<file path="src/inc/spr_bank_pkg.sv">
// Purpose: Shared constants for the special register bank
// Assumes: 32-bit registers, word-indexed bus map
// Notes:   Byte address of a register is its index times four
package spr_bank_pkg;
  localparam int SPR_W    = 32;
  localparam int IDX_W    = 6;
  localparam int SCR_N    = 4;
  localparam int BAT_N    = 16;
  localparam int BAT_IW   = 4;
  localparam int ADDR_LSB = 2;

  // Register indices
  localparam logic [IDX_W-1:0] IDX_INT_EXC  = 6'h00;
  localparam logic [IDX_W-1:0] IDX_LINK     = 6'h01;
  localparam logic [IDX_W-1:0] IDX_COUNT    = 6'h02;
  localparam logic [IDX_W-1:0] IDX_F_CAUSE  = 6'h03;
  localparam logic [IDX_W-1:0] IDX_F_ADDR   = 6'h04;
  localparam logic [IDX_W-1:0] IDX_TIMER    = 6'h05;
  localparam logic [IDX_W-1:0] IDX_PG_BASE  = 6'h06;
  localparam logic [IDX_W-1:0] IDX_EXT_CTL  = 6'h07;
  localparam logic [IDX_W-1:0] IDX_SAVE_PC  = 6'h0C;
  localparam logic [IDX_W-1:0] IDX_SAVE_MSR = 6'h0D;
  localparam logic [IDX_W-1:0] IDX_TIME_LO  = 6'h0E;
  localparam logic [IDX_W-1:0] IDX_TIME_HI  = 6'h0F;
  localparam logic [IDX_W-1:0] IDX_VERSION  = 6'h10;
  localparam logic [IDX_W-1:0] IDX_IMPL     = 6'h11;
  localparam logic [IDX_W-1:0] IDX_BRK      = 6'h12;
  localparam logic [IDX_W-1:0] IDX_D_MISS   = 6'h13;
  localparam logic [IDX_W-1:0] IDX_I_MISS   = 6'h14;
  localparam logic [IDX_W-1:0] IDX_HASH_P   = 6'h15;
  localparam logic [IDX_W-1:0] IDX_HASH_S   = 6'h16;
  localparam logic [IDX_W-1:0] IDX_I_CMP    = 6'h17;
  localparam logic [IDX_W-1:0] IDX_D_CMP    = 6'h18;
  localparam logic [IDX_W-1:0] IDX_PHYS     = 6'h19;
  // Scratch at 0x08..0x0B, translation pairs at 0x20..0x2F
  localparam logic [3:0]       SCR_SEL      = 4'h2;
  localparam logic [1:0]       BAT_SEL      = 2'h2;

  // Field positions
  localparam int MSR_USER_BIT = 14;
  localparam int IE_SO_BIT    = 31;
  localparam int IE_OV_BIT    = 30;
  localparam int IE_CA_BIT    = 29;
  localparam int IE_BC_W      = 7;
  localparam int EXT_EN_BIT   = 31;
  localparam int BRK_EN_BIT   = 1;
  localparam int BRK_CMP_LSB  = 2;
  localparam int TMR_SIGN_BIT = 31;

  // Values
  localparam logic [SPR_W-1:0]   WORD_ZERO = 32'h0;
  localparam logic [SPR_W-1:0]   CNT_STEP  = 32'h1;
  localparam logic [2*SPR_W-1:0] TIME_STEP = 64'h1;
  localparam logic [1:0]         HTRANS_IDLE = 2'h0;
  localparam int                 HTRANS_ACT  = 1;
  localparam logic               HRESP_OKAY  = 1'h0;
endpackage

</file>
<file path="src/inc/timer_if.sv">
// Purpose: Carrier between register bank and its timer unit
// Assumes: Single core clock
// Notes:   Write strobes are one-cycle pulses
`timescale 1ns/1ps
interface timer_if;
  import spr_bank_pkg::*;
  logic                 lo_we;
  logic                 hi_we;
  logic                 cnt_we;
  logic [SPR_W-1:0]     wdata;
  logic [2*SPR_W-1:0]   time_q;
  logic [SPR_W-1:0]     cnt_q;
  logic                 expired;
  modport ctl (output lo_we, hi_we, cnt_we, wdata,
               input  time_q, cnt_q, expired);
  modport tmr (input  lo_we, hi_we, cnt_we, wdata,
               output time_q, cnt_q, expired);
endinterface

</file>
<file path="src/rtl/countdown_timer.sv">
// Purpose: Time-of-day counter and countdown timer
// Assumes: Both advance on every core clock
// Notes:   Expiry is the sign bit going from clear to set
`timescale 1ns/1ps
module countdown_timer
  import spr_bank_pkg::*;
(
  // Clock and reset
  input wire logic clock,
  input wire logic rst_b,
  // Bank side
  timer_if.tmr     tif
);

  typedef struct packed {
    logic [2*SPR_W-1:0] time_q;
    logic [SPR_W-1:0]   cnt;
    logic               expired;
  } tmr_state_t;

  tmr_state_t s_r;
  tmr_state_t s_nxt;

  always_comb
  begin
    s_nxt = s_r;
    s_nxt.time_q = s_r.time_q + TIME_STEP;
    if (tif.lo_we)
      s_nxt.time_q[SPR_W-1:0] = tif.wdata;
    if (tif.hi_we)
      s_nxt.time_q[2*SPR_W-1:SPR_W] = tif.wdata;
    s_nxt.cnt = s_r.cnt - CNT_STEP;
    if (tif.cnt_we)
      s_nxt.cnt = tif.wdata;
    // A fresh software load never fires by itself
    s_nxt.expired = !tif.cnt_we && !s_r.cnt[TMR_SIGN_BIT]
                    && s_nxt.cnt[TMR_SIGN_BIT];
  end

  always_ff @(posedge clock or negedge rst_b)
  begin
    if (!rst_b)
      s_r <= '0;
    else
      s_r <= s_nxt;
  end

  assign tif.time_q  = s_r.time_q;
  assign tif.cnt_q   = s_r.cnt;
  assign tif.expired = s_r.expired;

endmodule // countdown_timer

</file>
<file path="src/rtl/spr_bank.sv">
// Purpose: Special register bank of the core, on an AHB-Lite slave
// Assumes: Core-side strobes come from logic on the same clock
// Notes:   Zero-wait slave; read data registered at address phase
`timescale 1ns/1ps

// Functional notes
// - Privilege of each access comes from the user bit of machine state.
// - Registers are read and written explicitly and updated by side effect.
// - Every register in the bank is 32 bits wide.
// - Link reg feeds branch targets; branch-and-link loads return address.
// - Branch-and-count decrements loop count, then tests it for the branch.
// - Integer exception reg: summary overflow, carry, overflow, byte count.
// - Supervisor only: fault, timer, save, translation and impl registers.
// - Fault cause register records why a data or alignment fault occurred.
// - Fault address register holds the faulting access address.
// - Countdown timer decrements always and raises an exception on expiry.
// - Save return address taken on exception, supplied on return.
// - Save machine status taken on exception, restored on return.
// - Four scratch registers for the operating system, no side effects.
// - External access control reg gates external control in/out words.
// - 64-bit time-of-day counter read as separate upper and lower halves.
// - Version register is read-only, reports model and revision.
// - Sixteen block translation registers, four data and four insn pairs.
// - Miss address registers are read-only, loaded by hardware on misses.
// - On a miss, group pointers show primary and secondary group addresses.
// - Compare registers hold first word of the sought table entry.
// - Table search loads physical address register with the entry word two.
// - Breakpoint address matched in dispatch raises a breakpoint exception.
module spr_bank
  import spr_bank_pkg::*;
#(
  parameter logic [SPR_W-1:0] VERSION_ID = 32'h0000_0001 // Arbitrary value
)
(
  // Clock and reset
  input  wire logic             clock,
  input  wire logic             rst_b,
  // AHB-Lite slave
  input  wire logic             hsel,
  input  wire logic [31:0]      haddr,
  input  wire logic [1:0]       htrans,
  input  wire logic             hwrite,
  input  wire logic [2:0]       hsize,
  input  wire logic [31:0]      hwdata,
  input  wire logic             hready,
  output logic                  hreadyout,
  output logic                  hresp,
  output logic [31:0]           hrdata,
  // Machine state
  input  wire logic [SPR_W-1:0] machine_state_reg,
  // Branch unit
  input  wire logic             link_load,
  input  wire logic [SPR_W-1:0] link_ret_addr,
  output logic [SPR_W-1:0]      branch_link_reg,
  input  wire logic             count_dec,
  output logic [SPR_W-1:0]      loop_count_reg,
  output logic                  count_branch_ok,
  // Integer unit
  input  wire logic             ie_update,
  input  wire logic             ie_ca_in,
  input  wire logic             ie_ov_in,
  output logic [SPR_W-1:0]      integer_exception_reg,
  // Data faults
  input  wire logic             fault_capture,
  input  wire logic [SPR_W-1:0] fault_cause_in,
  input  wire logic [SPR_W-1:0] fault_addr_in,
  // Exception entry and return
  input  wire logic             exc_take,
  input  wire logic [SPR_W-1:0] exc_pc,
  input  wire logic [SPR_W-1:0] exc_msr,
  output logic [SPR_W-1:0]      resume_addr,
  output logic [SPR_W-1:0]      restore_msr,
  output logic                  timer_exc,
  output logic                  ext_access_ok,
  output logic                  priv_violation,
  // Translation miss
  input  wire logic             dtlb_miss,
  input  wire logic             itlb_miss,
  input  wire logic [SPR_W-1:0] miss_addr,
  input  wire logic [SPR_W-1:0] miss_hash_p,
  input  wire logic [SPR_W-1:0] miss_hash_s,
  input  wire logic [SPR_W-1:0] miss_cmp,
  input  wire logic             phys_load,
  input  wire logic [SPR_W-1:0] phys_word,
  // Dispatch breakpoint
  input  wire logic             dispatch_valid,
  input  wire logic [SPR_W-1:0] dispatch_addr,
  output logic                  insn_break
);

  typedef struct packed {
    // Software-visible words
    logic [SPR_W-1:0] int_exc;
    logic [SPR_W-1:0] link;
    logic [SPR_W-1:0] count;
    logic [SPR_W-1:0] f_cause;
    logic [SPR_W-1:0] f_addr;
    logic [SPR_W-1:0] pg_base;
    logic [SPR_W-1:0] ext_ctl;
    logic [SPR_W-1:0] save_pc;
    logic [SPR_W-1:0] save_msr;
    logic [SPR_W-1:0] impl;
    logic [SPR_W-1:0] brk;
    logic [SPR_W-1:0] d_miss;
    logic [SPR_W-1:0] i_miss;
    logic [SPR_W-1:0] hash_p;
    logic [SPR_W-1:0] hash_s;
    logic [SPR_W-1:0] i_cmp;
    logic [SPR_W-1:0] d_cmp;
    logic [SPR_W-1:0] phys;
    logic [SCR_N-1:0][SPR_W-1:0] scratch;
    logic [BAT_N-1:0][SPR_W-1:0] block_translation_regs;
    // Address phase, held over into the data phase
    logic             ph_wr;
    logic             ph_deny;
    logic [IDX_W-1:0] ph_idx;
    // Registered answers and one-cycle pulses
    logic [SPR_W-1:0] rdata;
    logic             count_ok;
    logic             brk_hit;
    logic             priv_hit;
  } bank_state_t;

  bank_state_t      s_r;
  bank_state_t      s_nxt;

  timer_if          tif();

  logic             addr_ph;
  logic [IDX_W-1:0] a_idx;
  logic             hi_zero;
  logic             mapped;
  logic             user_mode_bit;
  logic             sup_only;
  logic             priv_hit;
  logic             deny;
  logic             wr_ok;
  logic             ph_ro;
  logic [SPR_W-1:0] rd_val;
  logic [SPR_W-1:0] count_less;

  countdown_timer u_timer
  (
    .clock (clock),
    .rst_b (rst_b),
    .tif   (tif.tmr)
  );

  // Address phase decode
  // Transfer size is not decoded: every register is one whole word
  assign addr_ph = hsel && hready && htrans[HTRANS_ACT];
  assign a_idx   = haddr[ADDR_LSB +: IDX_W];
  assign hi_zero = (haddr[31:ADDR_LSB+IDX_W] == '0);
  // Unmapped words read zero and drop writes, yet still answer OKAY
  assign mapped  = hi_zero && ((a_idx <= IDX_PHYS)
                   || (a_idx[IDX_W-1 -: 2] == BAT_SEL));
  // Privilege goes with the address phase, not with the data phase
  assign user_mode_bit = machine_state_reg[MSR_USER_BIT];
  // Only the three user-level registers sit below the fault cause
  assign sup_only = (a_idx >= IDX_F_CAUSE);
  // A privilege denial is silent on the bus; the core learns of it by a pulse
  assign priv_hit = addr_ph && mapped && user_mode_bit && sup_only;
  assign deny     = !mapped || priv_hit;
  assign wr_ok    = s_r.ph_wr && !s_r.ph_deny;
  // Read-only words ignore the bus; hardware loads the miss words, version is fixed
  assign ph_ro    = (s_r.ph_idx == IDX_VERSION)
                    || (s_r.ph_idx == IDX_D_MISS)
                    || (s_r.ph_idx == IDX_I_MISS);
  // One subtractor serves both the new count and its branch test
  assign count_less = s_r.count - CNT_STEP;

  // Timer writes land in the data phase like every other write
  assign tif.wdata  = hwdata;
  assign tif.lo_we  = wr_ok && (s_r.ph_idx == IDX_TIME_LO);
  assign tif.hi_we  = wr_ok && (s_r.ph_idx == IDX_TIME_HI);
  assign tif.cnt_we = wr_ok && (s_r.ph_idx == IDX_TIMER);

  // Read mux on the address phase index
  always_comb
  begin
    rd_val = WORD_ZERO;
    case (a_idx)
      IDX_INT_EXC:  rd_val = s_r.int_exc;
      IDX_LINK:     rd_val = s_r.link;
      IDX_COUNT:    rd_val = s_r.count;
      IDX_F_CAUSE:  rd_val = s_r.f_cause;
      IDX_F_ADDR:   rd_val = s_r.f_addr;
      IDX_TIMER:    rd_val = tif.cnt_q;
      IDX_PG_BASE:  rd_val = s_r.pg_base;
      IDX_EXT_CTL:  rd_val = s_r.ext_ctl;
      IDX_SAVE_PC:  rd_val = s_r.save_pc;
      IDX_SAVE_MSR: rd_val = s_r.save_msr;
      IDX_TIME_LO:  rd_val = tif.time_q[SPR_W-1:0];
      IDX_TIME_HI:  rd_val = tif.time_q[2*SPR_W-1:SPR_W];
      IDX_VERSION:  rd_val = VERSION_ID;
      IDX_IMPL:     rd_val = s_r.impl;
      IDX_BRK:      rd_val = s_r.brk;
      IDX_D_MISS:   rd_val = s_r.d_miss;
      IDX_I_MISS:   rd_val = s_r.i_miss;
      IDX_HASH_P:   rd_val = s_r.hash_p;
      IDX_HASH_S:   rd_val = s_r.hash_s;
      IDX_I_CMP:    rd_val = s_r.i_cmp;
      IDX_D_CMP:    rd_val = s_r.d_cmp;
      IDX_PHYS:     rd_val = s_r.phys;
      default:
      begin
        if (a_idx[IDX_W-1 -: 2] == BAT_SEL)
          rd_val = s_r.block_translation_regs[a_idx[BAT_IW-1:0]];
        else if (a_idx[IDX_W-1:2] == SCR_SEL)
          rd_val = s_r.scratch[a_idx[1:0]];
        else
          rd_val = WORD_ZERO;
      end
    endcase
    // A write still in its data phase is forwarded to a following read
    if (wr_ok && !ph_ro && (s_r.ph_idx == a_idx))
      rd_val = hwdata;
  end

  always_comb
  begin
    s_nxt          = s_r;
    s_nxt.brk_hit  = 1'b0;
    s_nxt.priv_hit = 1'b0;

    // Data phase: explicit write
    if (wr_ok)
    begin
      case (s_r.ph_idx)
        IDX_INT_EXC:  s_nxt.int_exc  = hwdata;
        IDX_LINK:     s_nxt.link     = hwdata;
        IDX_COUNT:    s_nxt.count    = hwdata;
        IDX_F_CAUSE:  s_nxt.f_cause  = hwdata;
        IDX_F_ADDR:   s_nxt.f_addr   = hwdata;
        IDX_PG_BASE:  s_nxt.pg_base  = hwdata;
        IDX_EXT_CTL:  s_nxt.ext_ctl  = hwdata;
        IDX_SAVE_PC:  s_nxt.save_pc  = hwdata;
        IDX_SAVE_MSR: s_nxt.save_msr = hwdata;
        IDX_IMPL:     s_nxt.impl     = hwdata;
        IDX_BRK:      s_nxt.brk      = hwdata;
        IDX_HASH_P:   s_nxt.hash_p   = hwdata;
        IDX_HASH_S:   s_nxt.hash_s   = hwdata;
        IDX_I_CMP:    s_nxt.i_cmp    = hwdata;
        IDX_D_CMP:    s_nxt.d_cmp    = hwdata;
        IDX_PHYS:     s_nxt.phys     = hwdata;
        default:
        begin
          // Version and miss registers fall here and stay unchanged
          if (s_r.ph_idx[IDX_W-1 -: 2] == BAT_SEL)
            s_nxt.block_translation_regs[s_r.ph_idx[BAT_IW-1:0]] = hwdata;
          else if (s_r.ph_idx[IDX_W-1:2] == SCR_SEL)
            s_nxt.scratch[s_r.ph_idx[1:0]] = hwdata;
        end
      endcase
    end

    // Address phase: capture control and read data
    s_nxt.ph_wr = 1'b0;
    if (addr_ph)
    begin
      s_nxt.ph_wr    = hwrite;
      s_nxt.ph_idx   = a_idx;
      s_nxt.ph_deny  = deny;
      s_nxt.priv_hit = priv_hit;
      if (!hwrite)
        s_nxt.rdata = deny ? WORD_ZERO : rd_val;
    end

    // Implicit updates come last, so the hardware wins a tie
    if (link_load)
      s_nxt.link = link_ret_addr;
    if (count_dec)
    begin
      s_nxt.count    = count_less;
      s_nxt.count_ok = (count_less != WORD_ZERO);
    end
    if (ie_update)
    begin
      s_nxt.int_exc[IE_CA_BIT] = ie_ca_in;
      s_nxt.int_exc[IE_OV_BIT] = ie_ov_in;
      // Summary overflow is sticky until software clears it
      s_nxt.int_exc[IE_SO_BIT] = s_r.int_exc[IE_SO_BIT] || ie_ov_in;
    end
    if (fault_capture)
    begin
      s_nxt.f_cause = fault_cause_in;
      s_nxt.f_addr  = fault_addr_in;
    end
    if (exc_take)
    begin
      s_nxt.save_pc  = exc_pc;
      s_nxt.save_msr = exc_msr;
    end
    if (dtlb_miss)
    begin
      s_nxt.d_miss = miss_addr;
      s_nxt.d_cmp  = miss_cmp;
    end
    if (itlb_miss)
    begin
      s_nxt.i_miss = miss_addr;
      s_nxt.i_cmp  = miss_cmp;
    end
    if (dtlb_miss || itlb_miss)
    begin
      s_nxt.hash_p = miss_hash_p;
      s_nxt.hash_s = miss_hash_s;
    end
    if (phys_load)
      s_nxt.phys = phys_word;

    // Word-aligned compare; low bits of the register hold the enable
    s_nxt.brk_hit = dispatch_valid && s_r.brk[BRK_EN_BIT]
                    && (s_r.brk[SPR_W-1:BRK_CMP_LSB]
                        == dispatch_addr[SPR_W-1:BRK_CMP_LSB]);
  end

  // Reset clears every word, so hrdata reads zero until the first read
  always_ff @(posedge clock or negedge rst_b)
  begin
    if (!rst_b)
      s_r <= '0;
    else
      s_r <= s_nxt;
  end

  // Bus answer: always ready, always OKAY
  assign hreadyout = 1'b1;
  assign hresp     = HRESP_OKAY;
  assign hrdata    = s_r.rdata;

  // Core-facing views
  assign branch_link_reg       = s_r.link;
  assign loop_count_reg        = s_r.count;
  assign count_branch_ok       = s_r.count_ok;
  assign integer_exception_reg = s_r.int_exc;
  assign resume_addr           = s_r.save_pc;
  assign restore_msr           = s_r.save_msr;
  assign ext_access_ok         = s_r.ext_ctl[EXT_EN_BIT];
  assign timer_exc             = tif.expired;
  assign priv_violation        = s_r.priv_hit;
  assign insn_break            = s_r.brk_hit;

endmodule // spr_bank

</file>
<file path="config.mk">
export PLATFORM = sky130hd
export DESIGN_NAME = spr_bank
export DESIGN_NICKNAME = d
export VERILOG_FILES = /design/src/inc/spr_bank_pkg.sv /design/src/inc/timer_if.sv /design/src/rtl/countdown_timer.sv /design/src/rtl/spr_bank.sv
export SDC_FILE = /design/constraint.sdc
export NUM_CORES = 2
export LEC_CHECK = 0
export BUFFER_PORTS_ARGS = -buffer_cell sky130_fd_sc_hd__clkbuf_2
export CORE_MARGIN = 2
export CORE_UTILIZATION = 62
export CTS_BUF_LIST = sky130_fd_sc_hd__clkbuf_4
export CTS_CLUSTER_SIZE = 28
export DETAILED_ROUTE_END_ITERATION = 16
export GPL_TIMING_DRIVEN = 0
export MAX_ROUTING_LAYER = met4
export PLACE_DENSITY_LB_ADDON = 0.08
export SYNTH_ARGS = -nofsm -noshare
export SYNTH_HDL_FRONTEND = slang
export SYNTH_SLANG_ARGS = --single-unit
</file>
<file path="constraint.sdc">
create_clock -name clock -period 3.6 [get_ports clock]
set_input_delay 0.36 -clock clock [delete_from_list [all_inputs] [get_ports clock]]
set_output_delay 0.36 -clock clock [all_outputs]
set_load 0.01 [all_outputs]
</file>
==> results of run 1 <==
-- cell families after synthesis --
| kind of cell | Yosys count |
|---|---|
| simple gates | 1385 |
| flops | 1356 |
| compound gates | 1262 |
| mux | 1134 |
| buf+inv | 736 |
| xor+xnor | 156 |
| fa+ha+maj | 4 |
| other cells | 2 |
-- through the flow --
step	std cells	area, um2
global placement	8058	72000
detailed placement	8080	72500
CTS	9386	84100
floorplan	6035	67100
-- cells in the mapped netlist (37+ instances only) --
library cell / n
buf_4: 199
nor2b_1: 43
nand4_1: 71
buf_1: 46
dfrtp_1: 1356
and3_1: 85
mux2_2: 865
mux4_2: 122
xor2_1: 48
nor3_1: 73
buf_2: 59
nand3_1: 128
mux2i_1: 147
clkbuf_1: 407
nand2_1: 470
a31oi_1: 37
o21ai_0: 396
xnor2_1: 108
a21oi_1: 322
nor2_1: 390
a22oi_1: 343
-- per-layer routing --
layer  GRT overflow  track usage (%)
met1             36             88.0
met2            180             98.2
met3             42             80.8
met4            150             89.1
met5              -                -
-- what timing repair did --
| action | CTS |
|---|---|
| resized for setup | 6 |
| setup buffers | 0 |
| hold endpoints to repair | 1213 |
| endpoints found under the setup margin | 14 |
| hold buffers | 724 |
==> flow_summary.json, run 1 <==
{
  "status": "aborted with a tool error",
  "start_util_pct": 62.6,
  "yosysUniqueCellTypes": 70,
  "dpl_worst_slack_ns": -1.23,
  "synthMuxAreaShare_pct": 20.8,
  "async_reset_ff_share_pct": 100,
  "synth_seq_cells": 1356,
  "h-tree-depth": 5,
  "die_w_um": 333,
  "synth_fa_ha_area_share_pct": 0.0745,
  "syn_area_per_cell_um2": 11.1,
  "gp_congestion": 1.13,
  "grt_max_degree": 121,
  "numCtsBuffers": 364,
  "ys_seq_area_share_pct": 50.5,
  "rows": 120,
  "yosys.area.top_type_share_pct": 50.5,
  "synth_xor_xnor_area_share_pct": 2.03,
  "failing_step": "5_1_grt",
  "cts_buffer_depth": 4,
  "synth-compound-area-share_pct": 11.6,
  "overflow": 408,
  "dp_hpwl_um": 268000,
  "synth-simple-area-share_pct": 9.65,
  "track_usage_pct": 89.5,
  "synth_nets": 6508,
  "yosysWarnings": 0,
  "synth_top_family_by_area": "multiplexers",
  "die-height_um": 333,
  "stop_error": "[ERROR GRT-0116] Global routing finished with congestion. Check the congestion regions in the DRC Viewer.",
  "synth_top_area_cell": "dfrtp_1",
  "port_buffers": 620,
  "syn_area_um2": 67100,
  "ios": 668,
  "synth_edf_count": 0,
  "grt_pass1_wl_um": 688000,
  "cts_root_buf": "clkbuf_4",
  "netlist_instances": 6035,
  "synth_ff_type": "dfrtp_1",
  "cts.sinks": 1356,
  "synthTopCellsByArea": "dfrtp_1, mux2_2, mux4_2",
  "grt_pass1_vias": 84500
}
==> inputs of run 2 (changes only) <==
CORE_UTILIZATION = 40   (was 62)
CTS_BUF_LIST = default   (was sky130_fd_sc_hd__clkbuf_4)
CTS_CLUSTER_SIZE = default   (was 28)
MAX_ROUTING_LAYER = default   (was met4)
PLACE_DENSITY_LB_ADDON = 0.15   (was 0.08)
==> run 2 against run 1 <==
  * The flow now finishes, with violations (max-capacitance violations, max-slew violations, negative setup slack)
  * Synthesized cell count unchanged
  * Area after synthesis unchanged
==> flow_summary.json, run 2 <==
{
  "status": "finished, violations left",
  "violations": "max-capacitance violations, max-slew violations, negative setup slack",
  "port_buffers": 620,
  "clk_pin_slew_worst_paths_ns": 0.06,
  "synthMuxAreaShare_pct": 20.8,
  "crit_type": "in2reg",
  "drive_gt1_share_pct": 30.4,
  "yosysWarnings": 0,
  "tns_ns": -1.50,
  "leakage_nw": 36.0,
  "ys_seq_area_share_pct": 50.5,
  "yosys.area.top_type_share_pct": 50.5,
  "ios": 668,
  "slew_violations": 143,
  "antenna_found_initial": 39,
  "dieArea_um2": 171000,
  "wl_per_cell_um": 38.7,
  "cts_root_buf": "clkbuf_16",
  "h-tree-depth": 4,
  "fmax_mhz": 265,
  "rrSetupSlack_ns": -0.16,
  "synth_xor_xnor_area_share_pct": 2.03,
  "netlist_instances": 6035,
  "setup_violations": 18,
  "syn_area_um2": 67100,
  "synth_common_cells": "dfrtp_1, mux2_2, nand2_1, clkbuf_1, o21ai_0",
  "cp_max_fo": 10,
  "crit_path_cell_trace": "clkbuf_2, buf_2, buf_2, nand4bb_1, nor2_2, clkbuf_1, a22oi_1, nand4_1, o311ai_1, nand2_1",
  "cts_tree": "done",
  "start_util_pct": 40.2,
  "finalHoldViolCount": 0,
  "synth_top_family_by_area": "multiplexers",
  "synth_fa_ha_area_share_pct": 0.0745,
  "die-height_um": 414,
  "maxSlewHeadroom_pct": -11.0,
  "routed_wirelength_um": 369000,
  "final_area_um2": 82500,
  "worstHoldPathType": "in2reg",
  "drtPass1Iterations": 6,
  "grt_pass1_wl_um": 492000,
  "via_per_inst": 6.23,
  "place_area_um2": 73600,
  "synth_nets": 6508,
  "layout_common_cells": "dfrtp_1, mux2_2, clkbuf_2, nand2_1, clkbuf_1",
  "rows": 150,
  "synth_top_area_cell": "dfrtp_1",
  "yosysUniqueCellTypes": 70,
  "cpMostUsedCell": "buf_2",
  "numCtsBuffers": 159,
  "async_reset_ff_share_pct": 100,
  "synth-compound-area-share_pct": 11.6,
  "ant_nets": 0,
  "drc_errors": 0,
  "drtIter0Drc": 7714,
  "worstPathArrival_ns": 4.51,
  "ir_drop_uv": 489,
  "slowest_delay_ns": 1.16,
  "startpoint_type": "primary input",
  "post-route-period-util_pct": 105,
  "period_needed_ns": 3.77,
  "grt_max_degree": 113,
  "p_per_area_nw_per_um2": 473,
  "end_kind": "flip-flop",
  "synth.most_common_cell": "dfrtp_1",
  "worst_slew_pin_slew_ns": 1.66,
  "syn_area_per_cell_um2": 11.1,
  "rsz0062_at_grt": "true",
  "finalClockSkew_ns": 0.0364,
  "final_nets": 7653,
  "grt_pass1_vias": 57800,
  "overflow": 0,
  "cts_buffer_depth": 3,
  "gp_congestion": 1.04,
  "maxCapViolations": 13,
  "synth_seq_cells": 1356,
  "cp.required_ns": 4.35,
  "dpl_worst_slack_ns": -1.46,
  "synthTopCellsByArea": "dfrtp_1, mux2_2, mux4_2",
  "synth_edf_count": 0,
  "clock_latency_ns": 0.83,
  "dp_hpwl_um": 287000,
  "setup_slack_ns": -0.169,
  "cts.sinks": 1356,
  "vias": 59400,
  "synth_ff_type": "dfrtp_1",
  "area_growth_pct": 22.9,
  "coreArea_um2": 167000,
  "slowest_stage": "clkbuf_1",
  "synth-simple-area-share_pct": 9.65,
  "final_common_cell": "dfrtp_1",
  "track_usage_pct": 42.4,
  "die_w_um": 414,
  "whs_ns": 0.0163
}
-- run 2: cell counts after synthesis --
No cell type changed its count.
-- run 2: layer usage --
metal  wire (um)  part of all wire, %  GRT usage (%)  vias up
met2      162000                   44           64.0     3679
met1      144000                   39           54.6    30800
li1            -                    -              -    24000
met5         103                0.028              0        -
met3       34100                  9.2           9.43      939
met4       29200                  7.9           28.3       16
-- run 2: repair_timing --
| item | 4_1_cts | 5_1_grt |
|---|---|---|
| pin swaps | 0 | 1 |
| gates resized for setup | 25 | 22 |
| endpoints found under the setup margin | 54 | 29 |
| hold buffers | 329 | 2 |
| buffers inserted | 0 | 6 |
| endpoints found under the hold margin | 437 | 3 |
-- run 2: layout make-up --
type                            instances  area, um2
Fill cell                           15500      84500
Sequential cell                      1356      33900
Multi-Input combinational cell       3943      29800
Timing Repair Buffer                  984       7000
Clock buffer                          244       4750
Buffer                                711       3550
Tap cell                             2204       2760
Clock inverter                         42        599
Inverter                               25       93.8
Antenna cell                           25       62.6
-- run 2: worst max-delay path: cells and delay by family --
kind                   cells  cell delay [ns]
AO/OA/AOI/OAI              2             0.76
buffers and inverters      4             1.83
AND/OR/NAND/NOR            4             1.53
-- run 2: cell families after synthesis --
logic type / Yosys count
flip-flops: 1356
multiplexers: 1134
XOR/XNOR: 156
buffers and inverters: 736
AND/OR/NAND/NOR: 1385
other: 2
AO/OA/AOI/OAI: 1262
adder cells (fa/ha/maj): 4
-- run 2: report_power, final --
| group | switching (mW) | internal (mW) |
|---|---|---|
| registers | 1.13 | 16.1 |
| clock network | 7.28 | 9.53 |
| logic | 3.04 | 1.96 |
| total | 11.5 | 27.6 |
-- run 2: metrics by stage --
step                      utilization, %  instances  total power [mW]
after detailed placement            44.1       8886              21.9
final                               49.4       9534              39.0
after global routing                49.4       9516              40.0
after global placement              43.7       8859              21.9
after CTS                           49.3       9501              38.9
after floorplan                        -       6035              19.1
-- run 2: worst paths after layout --
kind                       depth (start not counted)                           from                        endpoint
max reg2reg                                        9  loop_count_reg[0]$_DFFE_PN0P_     count_branch_ok$_DFFE_PN0P_
min reg2reg                                        2                      flip-flop                       flip-flop
min in group asynchronous                          2                          rst_b  loop_count_reg[28]$_DFFE_PN0P_
max in group asynchronous                          6                          rst_b      asynchronous set/reset pin
max                                               10                       haddr[4]          hrdata[28]$_DFFE_PN0P_
min                                                2                      hwdata[0]                       flip-flop
Power figures use the tool's default switching activity.
